[src/lnbc_pkg.sv]
// package of constants and carrier types for the feed regulator serial control block
package lnbc_pkg;

    // register indices
    localparam logic [7:0] REG_CTRL_ONE = 8'h00;
    localparam logic [7:0] REG_CTRL_TWO = 8'h01;
    localparam logic [7:0] REG_STATUS   = 8'h02;

    // reset values
    localparam logic [7:0] CTRL_ONE_RESET = 8'h08;
    localparam logic [7:0] CTRL_TWO_RESET = 8'h09;

    // strap coded target addresses
    localparam logic [6:0] ADDR_STRAP_SUPPLY  = 7'h08;
    localparam logic [6:0] ADDR_STRAP_OPEN    = 7'h09;
    localparam logic [6:0] ADDR_STRAP_GROUND  = 7'h10;
    localparam logic [6:0] ADDR_STRAP_DIVIDER = 7'h11;

    // strap level codes from the analog comparator
    localparam logic [1:0] STRAP_SUPPLY  = 2'h0;
    localparam logic [1:0] STRAP_OPEN    = 2'h1;
    localparam logic [1:0] STRAP_GROUND  = 2'h2;
    localparam logic [1:0] STRAP_DIVIDER = 2'h3;

    // control one field positions
    localparam int C1_HOST_CTRL  = 7;
    localparam int C1_LIGHT_LOAD = 6;
    localparam int C1_LEVEL_HI   = 4;
    localparam int C1_LEVEL_LO   = 1;
    localparam int C1_WIDE_TONE  = 0;

    // control two field positions
    localparam int C2_TONE_AMP   = 7;
    localparam int C2_HICCUP     = 6;
    localparam int C2_SW_LIMIT   = 5;
    localparam int C2_SW_RATE    = 4;
    localparam int C2_OUT_EN     = 3;
    localparam int C2_DET_MODE   = 2;
    localparam int C2_BYP_AUTO   = 1;
    localparam int C2_BYP_XMIT   = 0;

    // status field positions
    localparam int ST_THERMAL    = 3;
    localparam int ST_OVERCUR    = 2;

    // output level code the pin path uses when the level select pin is low or high
    localparam logic [3:0] PIN_LEVEL_LOW  = 4'h4;
    localparam logic [3:0] PIN_LEVEL_HIGH = 4'hC;

    // serial engine states
    typedef enum logic [2:0] {
        ST_IDLE  = 3'b000,
        ST_ADDR  = 3'b001,
        ST_ACK   = 3'b010,
        ST_INDEX = 3'b011,
        ST_DATA  = 3'b100,
        ST_READ  = 3'b101,
        ST_RACK  = 3'b110
    } lnbc_state_t;

    // analog control word toward the regulator core
    typedef struct packed {
        logic       light_load_mode;
        logic [3:0] output_level_code;
        logic       wide_tone_input_select;
        logic       tone_amplitude_select;
        logic       hiccup_long_select;
        logic       switch_limit_scale;
        logic       switching_rate_select;
        logic       feed_enable;
        logic       bypass_gate_drive;
    } lnbc_core_t;

    // raw fault and diagnostic conditions from the analog side
    typedef struct packed {
        logic tone_good;
        logic ldo_on;
        logic hot_125;
        logic thermal_shutdown_flag;
        logic overcurrent_flag;
        logic cable_good;
        logic vout_good;
    } lnbc_diag_t;

endpackage

[src/lnbc_top.sv]
// serial target, control registers and fault alert of the feed regulator
`timescale 1ns/1ns
`default_nettype none
module lnbc_top (
    input  wire logic                CLOCK,
    input  wire logic                RST,
    input  wire logic                SCL_IN,
    input  wire logic                SDA_IN,
    output var  logic                SDA_OUT,
    output var  logic                SDA_OE,
    input  wire logic [1:0]          ADDR_STRAP,
    input  wire logic                ENABLE_PIN,
    input  wire logic                LEVEL_SELECT_PIN,
    input  wire logic                TONE_ACTIVE,
    input  wire logic                DETECT_TONE_IN,
    input  wire lnbc_pkg::lnbc_diag_t DIAG_IN,
    output var  lnbc_pkg::lnbc_core_t CORE_OUT,
    output var  logic                DETECT_OUT,
    output var  logic                FAULT_OUT,
    output var  logic                FAULT_OE
);
    import lnbc_pkg::*;

    // two-stage synchronisers for every pin
    logic [1:0] scl_s_q, sda_s_q, en_s_q, lvl_s_q, tone_s_q, det_s_q;
    logic [1:0] strap0_s_q, strap1_s_q;
    logic [6:0] diag0_s_q, diag1_s_q;
    logic       scl_prev_q, sda_prev_q;
    always_ff @(posedge CLOCK or posedge RST) begin
        if (RST) begin
            scl_s_q    <= 2'h3;
            sda_s_q    <= 2'h3;
            en_s_q     <= 2'h0;
            lvl_s_q    <= 2'h0;
            tone_s_q   <= 2'h0;
            det_s_q    <= 2'h0;
            strap0_s_q <= 2'h0;
            strap1_s_q <= 2'h0;
            diag0_s_q  <= 7'h00;
            diag1_s_q  <= 7'h00;
            scl_prev_q <= 1'b1;
            sda_prev_q <= 1'b1;
        end else begin
            scl_s_q    <= {scl_s_q[0], SCL_IN};
            sda_s_q    <= {sda_s_q[0], SDA_IN};
            en_s_q     <= {en_s_q[0], ENABLE_PIN};
            lvl_s_q    <= {lvl_s_q[0], LEVEL_SELECT_PIN};
            tone_s_q   <= {tone_s_q[0], TONE_ACTIVE};
            det_s_q    <= {det_s_q[0], DETECT_TONE_IN};
            strap0_s_q <= {strap0_s_q[0], ADDR_STRAP[0]};
            strap1_s_q <= {strap1_s_q[0], ADDR_STRAP[1]};
            diag0_s_q  <= DIAG_IN;
            diag1_s_q  <= diag0_s_q;
            scl_prev_q <= scl_s_q[1];
            sda_prev_q <= sda_s_q[1];
        end
    end

    // bus events seen on the sampled lines; one clock is ample at 400 kbps
    wire        scl      = scl_s_q[1];
    wire        sda      = sda_s_q[1];
    wire        scl_rise = scl & ~scl_prev_q;
    wire        scl_fall = ~scl & scl_prev_q;
    wire        start_ev = scl & scl_prev_q & ~sda & sda_prev_q;
    wire        stop_ev  = scl & scl_prev_q & sda & ~sda_prev_q;
    lnbc_diag_t diag;
    assign diag = lnbc_diag_t'(diag1_s_q);

    // strap address, followed until the first bus start and held after it;
    // the synchroniser leaves reset at zero, so a latch on the first edge would read a stale code
    logic [6:0] own_addr_q;
    logic       strap_done_q;
    wire  [1:0] strap_code = {strap1_s_q[1], strap0_s_q[1]};
    wire  [6:0] strap_addr = (strap_code == STRAP_SUPPLY) ? ADDR_STRAP_SUPPLY :
                             (strap_code == STRAP_OPEN)   ? ADDR_STRAP_OPEN :
                             (strap_code == STRAP_GROUND) ? ADDR_STRAP_GROUND :
                                                            ADDR_STRAP_DIVIDER;
    always_ff @(posedge CLOCK or posedge RST) begin
        if (RST) begin
            own_addr_q   <= ADDR_STRAP_SUPPLY;
            strap_done_q <= 1'b0;
        end else if (!strap_done_q) begin
            own_addr_q   <= strap_addr;
            strap_done_q <= start_ev;                  // strap settled long before any start
        end
    end

    // serial engine registers
    lnbc_state_t state_q, state_d;
    logic [7:0]  shift_q, shift_d;
    logic [3:0]  bitcnt_q, bitcnt_d;
    logic [7:0]  index_q, index_d;
    logic        is_read_q, is_read_d;
    logic        ack_next_q, ack_next_d;   // which byte the ack follows
    logic        sda_low_q, sda_low_d;
    logic [7:0]  ctrl_one_q, ctrl_two_q;
    logic        wr_one, wr_two, status_read;

    // address match: 7-bit only; general call and 10-bit prefixes never equal a strap value
    wire [7:0] shifted   = {shift_q[6:0], sda};
    // at the eighth low edge the whole byte already sits in the shift register
    wire       addr_hit  = (shift_q[7:1] == own_addr_q);
    wire       byte_done = scl_fall & (bitcnt_q == 4'h8);

    // status byte: live flags, alerted faults shown as latched
    logic       fault_lat_q;
    logic [1:0] fault_src_q;
    wire  [7:0] status_val = {1'b0, diag.tone_good, diag.ldo_on, diag.hot_125,
                              diag.thermal_shutdown_flag | fault_src_q[1],
                              diag.overcurrent_flag | fault_src_q[0],
                              diag.cable_good, diag.vout_good};
    wire  [7:0] read_val   = (index_q == REG_CTRL_ONE) ? ctrl_one_q :
                             (index_q == REG_CTRL_TWO) ? ctrl_two_q :
                             (index_q == REG_STATUS)   ? status_val : 8'h00;

    // next-state logic of the serial target
    always_comb begin
        state_d    = state_q;
        shift_d    = shift_q;
        bitcnt_d   = bitcnt_q;
        index_d    = index_q;
        is_read_d  = is_read_q;
        ack_next_d = ack_next_q;
        sda_low_d  = sda_low_q;
        if (start_ev) begin
            state_d   = ST_ADDR;                       // repeated start too
            bitcnt_d  = 4'h0;
            sda_low_d = 1'b0;
        end else if (stop_ev) begin
            state_d   = ST_IDLE;
            sda_low_d = 1'b0;
        end else begin
            case (state_q)
                ST_ADDR, ST_INDEX, ST_DATA: begin
                    if (scl_rise) begin
                        shift_d  = shifted;
                        bitcnt_d = bitcnt_q + 4'h1;
                    end else if (byte_done) begin
                        bitcnt_d = 4'h0;
                        if (state_q == ST_ADDR && !addr_hit) begin
                            state_d = ST_IDLE;         // not ours, stay silent
                        end else begin
                            if (state_q == ST_ADDR) begin
                                is_read_d = shift_q[0];
                            end
                            if (state_q == ST_INDEX) begin
                                index_d = shift_q;
                            end
                            ack_next_d = (state_q == ST_ADDR) ? 1'b0 : 1'b1;
                            sda_low_d  = 1'b1;
                            state_d    = ST_ACK;
                        end
                    end
                end
                ST_ACK: begin
                    // held through the ninth high phase, let go on its falling edge
                    if (scl_fall) begin
                        if (!ack_next_q && is_read_q) begin
                            state_d   = ST_READ;
                            shift_d   = read_val;
                            sda_low_d = ~read_val[7];
                            bitcnt_d  = 4'h1;
                        end else begin
                            sda_low_d = 1'b0;
                            state_d   = ack_next_q ? ST_DATA : ST_INDEX;
                        end
                    end
                end
                ST_READ: begin
                    if (scl_fall) begin
                        if (bitcnt_q == 4'h8) begin
                            sda_low_d = 1'b0;
                            state_d   = ST_RACK;
                        end else begin
                            shift_d   = {shift_q[6:0], 1'b0};
                            sda_low_d = ~shift_q[6];
                            bitcnt_d  = bitcnt_q + 4'h1;
                        end
                    end
                end
                ST_RACK: begin
                    // controller nacks the single byte, then stops
                    if (scl_rise) begin
                        state_d = ST_IDLE;
                    end
                end
                default: begin
                    state_d = ST_IDLE;
                end
            endcase
        end
    end

    // commit on the falling edge after the data lsb, held off while pin disabled
    wire data_commit = (state_q == ST_DATA) & byte_done & ~is_read_q;
    wire pin_enabled = en_s_q[1];
    assign wr_one = data_commit & pin_enabled & (index_q == REG_CTRL_ONE);
    assign wr_two = data_commit & pin_enabled & (index_q == REG_CTRL_TWO);
    // status taken as read once its byte has been shifted out
    assign status_read = (state_q == ST_READ) & scl_fall & (bitcnt_q == 4'h8) &
                         (index_q == REG_STATUS);

    // serial engine state
    always_ff @(posedge CLOCK or posedge RST) begin
        if (RST) begin
            state_q    <= ST_IDLE;
            shift_q    <= 8'h00;
            bitcnt_q   <= 4'h0;
            index_q    <= 8'h00;
            is_read_q  <= 1'b0;
            ack_next_q <= 1'b0;
            sda_low_q  <= 1'b0;
        end else begin
            state_q    <= state_d;
            shift_q    <= shift_d;
            bitcnt_q   <= bitcnt_d;
            index_q    <= index_d;
            is_read_q  <= is_read_d;
            ack_next_q <= ack_next_d;
            sda_low_q  <= sda_low_d;
        end
    end

    // control registers; status index is read only, writes there dropped
    always_ff @(posedge CLOCK or posedge RST) begin
        if (RST) begin
            ctrl_one_q <= CTRL_ONE_RESET;
            ctrl_two_q <= CTRL_TWO_RESET;
        end else begin
            if (wr_one) begin
                ctrl_one_q <= shift_q;
            end
            if (wr_two) begin
                ctrl_two_q <= shift_q;
            end
        end
    end

    // fault alert: a new fault wins over a status read in the same cycle
    wire [1:0] fault_now = {diag.thermal_shutdown_flag, diag.overcurrent_flag};
    always_ff @(posedge CLOCK or posedge RST) begin
        if (RST) begin
            fault_lat_q <= 1'b0;
            fault_src_q <= 2'h0;
        end else if (|fault_now) begin
            fault_lat_q <= 1'b1;
            fault_src_q <= fault_src_q | fault_now;
        end else if (status_read) begin
            fault_lat_q <= 1'b0;
            fault_src_q <= 2'h0;
        end
    end

    // core controls: host bit overrides pin path for level and enable
    wire        host_ctrl  = ctrl_one_q[C1_HOST_CTRL];
    wire [3:0]  pin_level  = lvl_s_q[1] ? PIN_LEVEL_HIGH : PIN_LEVEL_LOW;
    wire [3:0]  level_sel  = host_ctrl ? ctrl_one_q[C1_LEVEL_HI:C1_LEVEL_LO] : pin_level;
    wire        enable_sel = host_ctrl ? ctrl_two_q[C2_OUT_EN] : pin_enabled;
    wire        gate_sel   = ctrl_two_q[C2_BYP_AUTO] ? tone_s_q[1]
                                                     : ctrl_two_q[C2_BYP_XMIT];
    lnbc_core_t core_d;
    assign core_d = '{light_load_mode:        ctrl_one_q[C1_LIGHT_LOAD],
                      output_level_code:      level_sel,
                      wide_tone_input_select: ctrl_one_q[C1_WIDE_TONE],
                      tone_amplitude_select:  ctrl_two_q[C2_TONE_AMP],
                      hiccup_long_select:     ctrl_two_q[C2_HICCUP],
                      switch_limit_scale:     ctrl_two_q[C2_SW_LIMIT],
                      switching_rate_select:  ctrl_two_q[C2_SW_RATE],
                      feed_enable:            enable_sel,
                      bypass_gate_drive:      gate_sel};

    // registered outputs; open-drain pins only ever drive low
    always_ff @(posedge CLOCK or posedge RST) begin
        if (RST) begin
            CORE_OUT   <= '0;
            DETECT_OUT <= 1'b1;
            FAULT_OUT  <= 1'b0;
            FAULT_OE   <= 1'b0;
            SDA_OUT    <= 1'b0;
            SDA_OE     <= 1'b0;
        end else begin
            CORE_OUT   <= core_d;
            // detect mode bit is reserved; only the zero behaviour exists
            DETECT_OUT <= ~det_s_q[1];
            FAULT_OUT  <= 1'b0;
            FAULT_OE   <= fault_lat_q;
            SDA_OUT    <= 1'b0;
            SDA_OE     <= sda_low_q;
        end
    end

endmodule
`default_nettype wire

[config.mk]
export PLATFORM = sky130hd
export DESIGN_NAME = lnbc_top
export DESIGN_NICKNAME = d
export VERILOG_FILES = /design/src/lnbc_pkg.sv /design/src/lnbc_top.sv
export SDC_FILE = /design/constraint.sdc
export NUM_CORES = 1
export LEC_CHECK = 0
export ABC_CLOCK_PERIOD_IN_PS = 6400
export BUFFER_PORTS_ARGS = -buffer_cell sky130_fd_sc_hd__buf_4
export CORE_AREA = 4 4 95 97
export CTS_BUF_LIST = sky130_fd_sc_hd__clkbuf_8
export CTS_CLUSTER_SIZE = 12
export DETAILED_ROUTE_END_ITERATION = 10
export DIE_AREA = 0 0 99 101
export GPL_TIMING_DRIVEN = 0
export PLACE_DENSITY = 0.67
export SLEW_MARGIN = 30
export SYNTH_ARGS = -nofsm -noshare
export SYNTH_HDL_FRONTEND = slang
export SYNTH_SLANG_ARGS = --single-unit
[constraint.sdc]
create_clock -name CLOCK -period 6.4 [get_ports CLOCK]
set_clock_uncertainty 0.1 [all_clocks]
set_input_delay 0.64 -clock CLOCK [delete_from_list [all_inputs] [get_ports CLOCK]]
set_output_delay 0.64 -clock CLOCK [all_outputs]
set_load 0.005 [all_outputs]
# == Word-level counts from Yosys, hierarchy flattened ==
# Cells that the tools add are included.
# totals
out_inout_bits,17
word_cells,171
inputBits,17
ff_bits,100
# classes
muxes,53
addsub,1
eq_ne,30
reduce_logical,19
bitwise_logic,31
# ops
op,count
8-bit two-way mux,7
4-bit two-way mux,10
3-bit two-way mux,10
4-bit != test (second input constant),7
8-bit case mux with 3 select lines,1
7-bit AND reduction,3
6-bit AND reduction,3
1-bit AND,16
1-bit two-way mux,16
2-bit != test (second input constant),6
3-bit != test (second input constant),4
1-bit NOT,12
3-bit case mux with 4 select lines,1
4-bit case mux with 3 select lines,1
5-bit two-way mux,2
3-bit equality test (second input constant),3
8-bit by 1-bit equality test with 1-bit output (second input constant),1
8-bit by 2-bit equality test with 1-bit output (second input constant),1
8-bit logical NOT,1
8-bit AND reduction,1
7-bit equality test,1
7-bit two-way mux,1
3-bit by 2-bit equality test with 1-bit output (second input constant),2
2-bit two-way mux,3
other kinds (18),21

# == Depth between registers and ports, before layout ==
# logic_depth
ltp_word,10
depth_mapped,7
mapped_depth_nobuf,7

# == Worst setup path after synthesis ==
# No wires, ideal clock.
# synth_path
kind,flip-flop to flip-flop
start,register scl_s_q[1]
end,register state_q[0]
required_time_ns,6.175
setup_slack_ns,4.279
path_buffers,1
t_arrival_ns,1.896
period_less_slack_ns,2.121
setup_ns,0.125
path_stages_with_launch,7
path_cell_list,dfstp_2 buf_2 and2_1 nand2_1 a311o_1 a31oi_1 mux2_2
# synth_via
elab_chain_cells,5
elab_cells_between_ends,18
classes_between,6 x eq/ne; 2 x mux; 9 x bitwise; 1 x reduce/logical
# synth_lines
element,line,source
start: declaration,lnbc_top.sv:25,"logic [1:0] scl_s_q, sda_s_q, en_s_q, lvl_s_q, tone_s_q, det_s_q;"
start signal: assignment,lnbc_top.sv:44,"scl_s_q <= {scl_s_q[0], SCL_IN};"
1-bit AND or 1-bit NOT (tied branches),"lnbc_top.sv:64, lnbc_top.sv:65, lnbc_top.sv:63",
1-bit AND (on tied branches),"lnbc_top.sv:64, lnbc_top.sv:63, lnbc_top.sv:65",
1-bit AND (on tied branches),"lnbc_top.sv:64, lnbc_top.sv:65, lnbc_top.sv:103",
4-bit by 3-bit != test with 1-bit output (no line) (tied with other cells),n/a,
6-bit AND reduction (no line) or 3-bit two-way mux (tied branches),n/a,
end signal: assignment,lnbc_top.sv:214,state_q <= state_d;
end: declaration,lnbc_top.sv:89,"lnbc_state_t state_q, state_d;"
# Several ways; a longest one is shown, not always the timed one.
# A chain may end at the register's enable or synchronous reset.

# == Worst setup path in the final report ==
# layout_path
start,register shift_q[2]
end,register is_read_q
# layout_via
elab_chain_cells,5
# layout_lines
element,line,source
start: declaration,lnbc_top.sv:90,"logic [7:0] shift_q, shift_d;"
start signal: assignment,lnbc_top.sv:215,shift_q <= shift_d;
7-bit equality test,lnbc_top.sv:102,wire addr_hit = (shift_q[7:1] == own_addr_q);
1-bit logical NOT,lnbc_top.sv:140,if (state_q == ST_ADDR && !addr_hit) begin
1-bit logical AND,lnbc_top.sv:140,
1-bit NOT (no line),n/a,
7-bit AND reduction (no line),n/a,
end signal: assignment,lnbc_top.sv:218,is_read_q <= is_read_d;
end: declaration,lnbc_top.sv:93,"logic is_read_q, is_read_d;"
# Every way passes these cells.

==> results.md <==
* Nets at 374
* Synthesized-area fraction occupied by and/or/nand/nor cells at 11.6%
* Tcrit/Tclk final at 40.0%
* DP Wirelength at 5330 µm
* Post-synth top area share at 53.5%
* Share of flip-flops with an asynchronous set or reset at 100%
* Area occupied by multi-input gates at 1480 µm²
* Largest family of logic cells by synthesized area: multiplexers
* Clock sinks at 96
* IR drop worst, VDD at 0.153 mV
* Drt wl/cell at 16.4 µm
* Antenna diodes at 0
* Critical path required time at 6.55 ns
* Static Leak at 0.00207 µW
* Crit end category: flip-flop
* Worst-path clk slew at 0.09 ns
* Initial antenna violation count at 0
* Unrepaired setup endpoints after global routing: false
* Area leader, netlist: dfrtp_1
* Hold Crit Class: in -> async
* Drt drc at 0
* Post-Synth Adder-Cell Area at 0.629%
* Min Tclk post-route at 2.56 ns
* Total Power at 1140 µW
* Share of cells above drive strength 1 at 31.9%
* F_max at 391 MHz
* Remaining global-route overflow at 0
* Slew HR at 52.5%
* Setup TNS at 0 ns
* FF+latch count, synth at 96
* Fillers at 720
* Syn. warnings at 0
* Worst Slack Setup Final at 3.84 ns
* Post-synth EDFFs at 0
* Register area at 2420 µm²
* Mux contribution to synthesized area at 14.7%
* Worst setup SP type: flip-flop
* First-pass GRT wire length at 12900 µm
* Slew Limit Fails at 0
* Final setup violating endpoints at 0
* Post-route design area at 4550 µm²
* Final Hold Vio Count at 0
* Ys flop type: dfrtp_1
* Outcome: finished clean
* Clock Path Buffers at 2
* 1st-pass router iterations at 5
* Worst-margin pin slew at 0.708 ns
* Min Hold Slack at 0.154 ns
* Mapped Area at 3980 µm²
* IO buf count at 31
* Die X-Extent at 99 µm
* Starting Density at 48.9%
* Synth unique cells at 51
* Worst skew pair latency at 0.36 ns
* Placeable Area at 8130 µm²
* Syn Inst Count at 311
* Compound-Gate Fraction of Synth Area at 9.16%
* # Post-CTS Setup Buffers at 0
* Die Height at 101 µm
* Total number of vias at 2487
* Max-cap violation count at 0
* Clock root buffer: clkbuf_8
* Synth Area in XOR/XNOR at 0.881%
* CP Class: reg -> reg
* Setup slack at placement at 3.88 ns
* Placer Congestion at 0.818
* H-tree depth at 3
* Arrival time at the worst endpoint at 2.71 ns
* CTS tree: yes
* Avg Cell Area, Syn at 12.8 µm²
* Ranking of synthesized cells by area: dfrtp_1, mux2_2, dfstp_2, mux2i_1, o21ai_0
* Drt total wl at 7630 µm
* CTS resizes at 0
* Largest net degree at the start of global routing at 62
* Drt initial violations at 136
* Clock buffer count from CTS at 9
* Final ANT Viol Nets at 0
* Sequential-to-total area share from yosys stat at 60.8%
* P&R area growth vs syn at 14.4%
* Die Footprint at 10000 µm²
* Vias in the first global route at 2535
* Post-DP Area at 4380 µm²
* Worst-path fanout max at 6
* Num rows at 33
* Vias/cell at 5.35
* Cts hold-fix bufs at 0
* GRT Overall Usage at 16.7%
* Pwr Density at 250 nW/µm²
* # IOs at 34
## sequential cells by signal, indices dropped and copies added, names as in the netlist, 3 cells and up
name,count
diag,7
CORE_OUT,12
bitcnt_q,4
ctrl_one_q,8
index_q,8
ctrl_two_q,8
own_addr_q,3
state_q,3
diag0_s_q,7
shift_q,8
## cell usage after synthesis, drive strengths merged, types with 3 or more instances
library cell and count:
a21oi 15, and2 4, buf 7, clkbuf 4
dfrtp 85, dfstp 11, inv 8, mux2 42
mux2i 11, nand2 20, nand2b 10, nand3 4
nand3b 3, nor2 16, nor2b 7, o21ai 18
xor2 4
## layout by cell type (no fill, tap or decap), types with 3 or more instances in the layout
cell,n
nand3b_1,3
nand2_1,20
nor2b_1,7
nor2_1,15
o21ai_0,18
dfstp_2,11
buf_4,34
nand3_1,3
clkbuf_8,10
dfrtp_1,85
a21oi_1,15
clkbuf_1,4
buf_2,4
nand2b_1,10
mux2i_1,11
inv_1,9
mux2_2,42
and2_1,4
xor2_1,4
## path summary, 6_finish.rpt
check | slack [ns] | cells past startpoint | startpoint | end
worst min register to register | 0.25 | 0 | strap0_s_q[0] | strap0_s_q[1]
worst min-delay path | 0.15 | 2 | RST | det_s_q[0]
worst max register to register | 3.84 | 5 | shift_q[2] | is_read_q
worst max-delay path | 3.84 | 5 | shift_q[2] | is_read_q
max in group asynchronous | 5.41 | 3 | RST | ctrl_two_q[3]
min in group CLOCK | 0.25 | 0 | strap0_s_q[0] | strap0_s_q[1]
## worst max-delay path: stages, from the launching register on
cell,delay [ns]
dfrtp_1,0.46
or4_1,0.58
nor4_1,0.64
nand3b_1,0.18
nor2_1,0.15
mux2_2,0.34
## stage by stage
stage	utilization [%]	std cells
2_1_floorplan	-	312
3_3_place_gp	53.4	448
3_5_place_dp	53.8	449
4_1_cts	55.9	465
5_1_grt	55.9	465
6_report	55.9	465
## power by group
part	switching, µW	total [µW]	internal [µW]
combinational	49.5	100	50.5
clock	200	350	150
sequential	38.7	686	648
total	289	1140	848
## cells by family after synthesis
logic type,count (synthesis)
compound gates,57
simple gates,79
other cells,1
xor+xnor,4
buf+inv,19
flops,96
fa+ha+maj,2
mux,53
## layer usage
layer  vias up  wire [µm]  GRT usage, %
li1       1192          -             -
met1      1244       3470          21.6
met2        46       3790          26.7
met3         5        312          5.54
met4         0         54          5.04
met5         -          0             0
## cell type report
class	instances	share of cell area [%]
repair buffers	32	5.72
plain buffers	11	1.26
clock inverters	6	0.797
inverters	8	0.770
well taps	105	2.89
clock buffers	10	3.02
flip-flops and latches	96	53.1
multi-input cells	197	32.4
No activity file was read; power rests on OpenSTA's default activity.
